[src/rtl/lgtile_pkg.sv]
// constants and types for the configurable logic tile
package lgtile_pkg;
    // ==========================================================
    // configuration layout
    localparam int LGTILE_NUM_IN = 4;
    localparam int LGTILE_LUT_W = 8;
    localparam logic [7:0] LGTILE_LUT_RST = 8'h00;
    localparam logic [3:0] LGTILE_INV_RST = 4'h0;
    localparam logic LGTILE_STORE_RST = 1'b0;
    localparam logic LGTILE_PRESET_VAL = 1'b1;
    localparam logic LGTILE_CLEAR_VAL = 1'b0;

    typedef enum logic [1:0] {
        LGTILE_MODE_COMB,
        LGTILE_MODE_LATCH,
        LGTILE_MODE_DFF,
        LGTILE_MODE_EDFF
    } lgtile_mode_t;
endpackage : lgtile_pkg

[src/rtl/lgtile_cell.sv]
// configurable four-input logic tile
`timescale 1ns/1ps
`default_nettype none
module lgtile_cell
    import lgtile_pkg::*;
(
    // clock and reset
    input wire logic clk_sys_i,
    input wire logic rstn_i,
    // configuration
    input wire lgtile_mode_t cfg_mode_i,
    input wire logic [LGTILE_LUT_W-1:0] cfg_lut_i,
    input wire logic [LGTILE_NUM_IN-1:0] cfg_invert_i,
    input wire logic cfg_preset_i,
    // data inputs; bit 3 arrives over the global_network
    input wire logic [LGTILE_NUM_IN-1:0] tile_in_i,
    // output taps
    output logic local_output_o,
    output logic long_line_output_o
);
    // ==========================================================
    // input inversion
    logic [LGTILE_NUM_IN-1:0] in_eff;
    genvar gi;
    generate
        for (gi = 0; gi < LGTILE_NUM_IN; gi++) begin : g_inv
            assign in_eff[gi] = tile_in_i[gi] ^ cfg_invert_i[gi];
        end
    endgenerate

    // ==========================================================
    // function selection
    logic lut_out;
    logic ctl_active;
    logic data_in;
    logic enable;
    logic store_q;
    logic next_store;
    logic force_val;
    logic tile_out;

    // mode decides the role of each input
    always_comb begin
        lut_out = cfg_lut_i[in_eff[2:0]];
        data_in = in_eff[0];
        enable = 1'b1;
        ctl_active = 1'b0;
        force_val = cfg_preset_i ? LGTILE_PRESET_VAL : LGTILE_CLEAR_VAL;
        case (cfg_mode_i)
            LGTILE_MODE_LATCH: begin
                enable = in_eff[1];
                ctl_active = in_eff[2];
            end
            LGTILE_MODE_DFF: begin
                ctl_active = in_eff[2];
            end
            LGTILE_MODE_EDFF: begin
                enable = in_eff[1];
                ctl_active = in_eff[3];
            end
            default: begin
                ctl_active = 1'b0;
            end
        endcase
    end

    // clocked state; clear/set acts on the output at once in latch and flip-flop modes, not in COMB
    always_comb begin
        next_store = store_q;
        if (ctl_active) begin
            next_store = force_val;
        end else if (cfg_mode_i == LGTILE_MODE_LATCH) begin
            next_store = enable ? data_in : store_q;
        end else if (enable) begin
            next_store = data_in;
        end
    end

    always_ff @(posedge clk_sys_i or negedge rstn_i) begin
        if (!rstn_i) begin
            store_q <= LGTILE_STORE_RST;
        end else begin
            store_q <= next_store;
        end
    end

    // latch is transparent while its gate is open; clear/set overrides
    always_comb begin
        case (cfg_mode_i)
            LGTILE_MODE_COMB: tile_out = lut_out;
            LGTILE_MODE_LATCH: tile_out = ctl_active ? force_val :
                (enable ? data_in : store_q);
            default: tile_out = ctl_active ? force_val : store_q;
        endcase
    end

    assign local_output_o = tile_out;
    assign long_line_output_o = tile_out;

    // ==========================================================
    // checks
    // view of the inputs after inversion, kept apart from the datapath
    logic [LGTILE_NUM_IN-1:0] chk_in;
    logic chk_force;

    assign chk_in = tile_in_i ^ cfg_invert_i;
    assign chk_force = cfg_preset_i ? LGTILE_PRESET_VAL : LGTILE_CLEAR_VAL;
endmodule : lgtile_cell
`default_nettype wire

[config.mk]
export PLATFORM = sky130hd
export DESIGN_NAME = lgtile_cell
export DESIGN_NICKNAME = d
export VERILOG_FILES = /design/src/rtl/lgtile_pkg.sv /design/src/rtl/lgtile_cell.sv
export SDC_FILE = /design/constraint.sdc
export NUM_CORES = 1
export LEC_CHECK = 0
export BUFFER_PORTS_ARGS = -buffer_cell sky130_fd_sc_hd__buf_4
export CAP_MARGIN = 40
export CORE_AREA = 2 2 39 41
export DETAILED_ROUTE_END_ITERATION = 10
export DIE_AREA = 0 0 41 43
export PLACE_DENSITY_LB_ADDON = 0.25
export SKIP_LAST_GASP = 1
export SLEW_MARGIN = 30
export SYNTH_ARGS = -nofsm -noshare
export SYNTH_HDL_FRONTEND = slang
export SYNTH_SLANG_ARGS = --single-unit
[constraint.sdc]
create_clock -name clk_sys_i -period 9.4 [get_ports clk_sys_i]
set_input_delay 2.82 -clock clk_sys_i [delete_from_list [all_inputs] [get_ports clk_sys_i]]
set_output_delay 2.82 -clock clk_sys_i [all_outputs]
set_load 0.01 [all_outputs]
==> metrics.txt, run 1 <==
CTS-repair resized insts=0; largest net degree at the start of global routing=6; critical-path cell with the highest stage delay=mux4_1; Slew headroom=74.1%; Mapped Nets=52; n_diodes=0; CP top delay family=multiplexers; crit path DAT=4.38 ns; hold_buf cts=0; Most Frequent Cell on Critical Path=buf_4; Setup crit end=local_output_o; final core occ=31.4%; RSZ-0062 raised after global routing=false; status=completed; total track usage=6.63%; Critical path origin=cfg_invert_i[1]; WL/cell=7.63 µm; Slew @ Worst Pin=0.387 ns; Finished Cell Area=434 µm²; Sw Pwr=0.00905 mW; routability cong.=0.622; FP Rows=14; crit-path max FO=5; Routed WL=496 µm; Yosys cell types=17; average size of a mapped cell=9.16 µm²; CP Capture Type=output port; Area growth, synth to finish=69.3%; Register-to-Register Setup Slack=8.68 ns; max-slew violations=0; Peak VDD IR=0.0000203 V; Critical Path Source Type=input pin; GRT overflow=0; Mapped Cells=28; combinational share of power=78.5%; ratio of cells with drive above 1 in the final layout=44.9%; critical path cell sequence=buf_4, xor2_1, mux4_1, mux2i_1, nand3_1, o21a_1, buf_4; clock slew at reported path FFs=0 ns; Crit path largest cell delay=0.59 ns; via count=271; Critical R2R Capture=store_q; first-pass GRT wire length=897 µm; vias in the first global route=251; First DRT Iteration DRCs=0; Pint=0.0189 mW; initial antenna violation count=0; clock skew=0 ns; HP Class=flip-flop to flip-flop; pwr dens=64.5 nW/µm²; Top reg by flops=store_q; die area=1760 µm²; DR vias/cell=4.17; Setup Total Neg Slack=0 ns; final hold vios=0; port bufs=22; Starting Density=18.5%; Placement Cell Area=434 µm²; CP required=6.58 ns; cell depth of the worst setup path=7; Hold Path Stages=2; DP Cell Count=65; Antenna Nets Post-Route=0; FILL cells=158; Nets=75; fin crit period=7.20 ns; Tcrit/Tclk final=76.6%; # setup viols final=0; max FFs per register=1; Largest regs=store_q x1; Post-CTS Setup Repair Bufs=0; hpwl dp=501 µm; Peak Freq=139 MHz; Core ar.=1380 µm²; Worst R2R Path Depth=2; worst r2r src=store_q; switching part of the total=32.3%; number of max-cap violations=0; Non-Filler Instances=65; final hold slack=0.615 ns; Pleak=0.223 nW; Seq cells post-synth=1; synthesized cell area=256 µm²; Clock Power Share=0%; sequential-to-total area share from yosys stat=9.76%; DIE WIDTH=41 µm; die height=43 µm; Sequential Power Share=21.5%; Pre-Repair DR Iteration Count=1; Worst Path Class, Setup=input pin to output port; # DRC=0; IO Pins=23; Worst-Skew Late Latency=0 ns; Buf+Inv Stages, Crit Path=2; Warnings, synthesis=0
-- layout make-up --
cell class | count | area (µm²) | area share, %
Inverter | 2 | 7.51 | 1.73
Multi-Input combinational cell | 24 | 216 | 49.9
Sequential cell | 1 | 25.0 | 5.76
Tap cell | 16 | 20.0 | 4.61
Timing Repair Buffer | 22 | 165 | 38.0
-- power groups by stage --
stage                     clock [mW]  combinational [mW]  sequential (mW)
after global routing               0              0.0251          0.00622
after detailed placement           0              0.0225          0.00603
after floorplan                    0              0.0128          0.00574
after global placement             0              0.0223          0.00608
final                              0              0.0220          0.00601
after CTS                          0              0.0225          0.00603
-- tightest hold or removal path: cells and delay by family, from the launching register on --
family | cells | cell delay (ns)
flip-flops | 1 | 0.36
multiplexers | 1 | 0.08
AO/OA/AOI/OAI | 1 | 0.14
-- worst min-delay path by stage --
| stage | from | to |
|---|---|---|
| after CTS | store_q | store_q |
| final | store_q | store_q |
| after global placement | store_q | store_q |
| after floorplan | store_q | store_q |
| after global routing | store_q | store_q |
| after detailed placement | store_q | store_q |
-- per-layer routing --
layer	share of wire, %	track usage, %
met1	40	10.0
met2	50	10.9
met3	10	0
met4	0	0
met5	0	0
-- synthesized netlist by cell type --
cell type  instances  share of area, %
ha_1               3                15
or2b_1             1               2.9
xor2_1             4                14
o21a_1             1               2.9
o211ai_1           1               2.9
mux2i_1            2               7.8
o21ai_0            1               1.9
nand2_1            1               1.5
mux4_1             2                20
nand3_1            1               1.9
nor2_1             4               5.9
inv_1              2               2.9
a22oi_1            1               2.9
nand2b_1           1               2.4
a31oi_1            1               2.4
buf_4              1               2.9
dfrtp_1            1               9.8
-- per-stage QoR --
step	worst slack (ns)	total power, mW
after floorplan	2.38	0.0185
after global placement	2.16	0.0284
after detailed placement	2.17	0.0285
after CTS	2.16	0.0285
after global routing	2.04	0.0313
final	2.20	0.0280
-- logic make-up after synthesis --
logic type	after synthesis	synth area share, %
flops	1	9.75
mux	4	28.3
xor+xnor	4	13.7
compound gates	5	13.2
fa+ha+maj	3	14.6
buf+inv	3	5.86
simple gates	8	14.6
-- cells in the final DEF, fill, tap and decap left out, drive strengths merged --
master,n
mux4,2
mux2i,2
nand2,1
o21ai,1
a31oi,1
o21a,1
inv,2
o211ai,1
a22oi,1
nor2,4
ha,3
xor2,4
or2b,1
nand3,1
nand2b,1
buf,22
dfrtp,1
(Power assumes the default switching activity.)
==> run 2: changes to the inputs <==
--- a/config.mk
+++ b/config.mk
@@ -5,6 +5,7 @@
 export SDC_FILE = /design/constraint.sdc
 export NUM_CORES = 1
 export LEC_CHECK = 0
+export ABC_AREA = 1
 export BUFFER_PORTS_ARGS = -buffer_cell sky130_fd_sc_hd__buf_4
 export CAP_MARGIN = 40
 export CORE_AREA = 2 2 39 41
==> constraint.sdc (replaced) <==
create_clock -name clk_sys_i -period 6.77 [get_ports clk_sys_i]
set_input_delay 2.031 -clock clk_sys_i [delete_from_list [all_inputs] [get_ports clk_sys_i]]
set_output_delay 2.031 -clock clk_sys_i [all_outputs]
set_load 0.01 [all_outputs]
==> run 2 against run 1 <==
Against the previous run: combinational power is 68% higher; critical path type unchanged; first-iteration DRC count is 4 higher; total power is 59% higher; largest cell class unchanged; global-route usage is 2.3 points higher.
==> metrics.txt, run 2 <==
Synth top area share=20.6%; CP Capture Type=output port; Mapped Nets=96; Pre-Repair DR Iteration Count=4; RSZ-0062 raised after global routing=false; Register-to-Register Setup Slack=6.04 ns; number of max-cap violations=0; FP Rows=14; hold_buf cts=0; simple-gate share of the synthesized area=60.3%; Yosys cell types=15; cell taking the most area after synthesis=nand2_1; max-slew violations=0; Most Frequent Cell on Critical Path=nand2_1; Routed WL=750 µm; first-pass GRT wire length=1190 µm; clock skew=0 ns; port bufs=22; # DRC=0; DR vias/cell=4.08; GRT overflow=0; Slew @ Worst Pin=0.121 ns; clock slew at reported path FFs=0 ns; busiest grt layer=met2; crit-path max FO=3; Peak Freq=193 MHz; routability cong.=0.760; synthesized cell area=400 µm²; total track usage=8.90%; Peak VDD IR=0.0000304 V; Worst-Skew Late Latency=0 ns; Core ar.=1380 µm²; mux cell area share after synthesis=0%; post-synthesis xor/xnor area fraction=0%; n_diodes=0; via count=445; Synth Area in Adders=9.38%; main combinational cell family by area after synthesis=simple AND/OR/NAND/NOR gates; Largest regs=store_q x1; average size of a mapped cell=5.56 µm²; CTS-repair resized insts=0; largest net degree at the start of global routing=6; Post-CTS Setup Repair Bufs=0; grt met2 use=16.6%; dominant cells by area after synthesis=nand2_1 (21%), nand3_1 (16%), inv_1 (14%); top cells by count, synth=nand2_1 (22), inv_1 (15), nand3_1 (13); Antenna Nets Post-Route=0; count leader, synth=nand2_1; Setup Total Neg Slack=0 ns; Mapped Cells=72; Finished Cell Area=578 µm²; IO Pins=23; max FFs per register=1; final hold vios=0; critical-path cell with the highest stage delay=or2_1; WL/cell=6.88 µm; compound-cell area share of the yosys netlist=0%; HP Class=flip-flop to flip-flop; die area=1760 µm²; Slew headroom=91.9%; Crit path largest cell delay=0.24 ns; Nets=119; most frequent cells in the layout=nand2_1 (22), buf_4 (22), inv_1 (15); Critical Path Source Type=input pin; asr flop ratio synth=100%; Seq cells post-synth=1; met3 Use GR=0%; critical path cell sequence=buf_4, ha_1, or2_1, nand3_1, nand2_1, nand2_1, nand2_2, nand2_1, nand3_1, buf_4; Multi-input gate area=279 µm²; status=completed; Placement Cell Area=578 µm²; sequential-to-total area share from yosys stat=6.25%; Tcrit/Tclk final=76.4%; Warnings, synthesis=0; pwr dens=77.2 nW/µm²; Post-synth EDFFs=0; initial antenna violation count=0; Starting Density=28.9%; Pleak=0.372 nW; Worst Path Class, Setup=input pin to output port; # setup viols final=0; met1 GRT Util=11.4%; hpwl dp=706 µm; crit path DAT=3.14 ns; vias in the first global route=347; FILL cells=161; flip-flop and latch area=25.0 µm²; Synth Flop Type=dfrtp_1; die height=43 µm; Area growth, synth to finish=44.4%; DIE WIDTH=41 µm; fin crit period=5.18 ns; First DRT Iteration DRCs=4; Top reg by flops=store_q; ratio of cells with drive above 1 in the final layout=38.7%; CP required=4.74 ns
==> run 2: cell type report <==
class / instances / area share (%)
sequential: 1 / 4.33
multi-input combinational: 50 / 48.3
timing repair buffer: 22 / 28.6
inverter: 20 / 15.4
tap: 16 / 3.46
==> run 2: stage by stage <==
stage,std cells,worst slack [ns],util [%],hold WS (ns),power (mW)
global placement,109,1.61,41.8,0.613,0.0447
detailed placement,109,1.59,41.8,0.622,0.0451
global route,109,1.49,41.8,0.680,0.0493
CTS,109,1.58,41.8,0.624,0.0452
finish,109,1.59,41.8,0.623,0.0446
floorplan,72,1.67,-,0.578,0.0305
==> run 2: path summary, 6_finish.rpt <==
| check | from | end | cells past startpoint |
|---|---|---|---|
| max in group asynchronous | rstn_i | store_q | 1 |
| max | cfg_mode_i[0] | local_output_o | 10 |
| min in group asynchronous | rstn_i | store_q | 1 |
| min reg2reg | store_q | store_q | 4 |
| max reg2reg | store_q | store_q | 4 |
| min | store_q | store_q | 4 |
==> run 2: cell families after synthesis <==
family                     count (synthesis)
and+or+nand+nor                           47
buffers and inverters                     21
DFF                                        1
adders and majority gates                  3
==> run 2: report_power, final <==
| part | total (mW) | leakage, nW | switching [mW] | internal (mW) |
|---|---|---|---|---|
| sequential | 0.00765 | 0.0122 | 0.000603 | 0.00705 |
| combinational | 0.0370 | 0.360 | 0.0175 | 0.0195 |
| clock | 0 | 0 | 0 | 0 |
| total | 0.0446 | 0.372 | 0.0181 | 0.0266 |
==> run 2: critical path, delay by kind of cell <==
family	cells	cell delay (ns)
fa+ha+maj	1	0.21
simple gates	7	0.62
buf+inv	2	0.27
==> run 2: routing by layer <==
layer,share of wire [%],wire length [µm]
met5,0,0
met4,0,0
met3,6.5,49
met2,51,379
met1,43,321
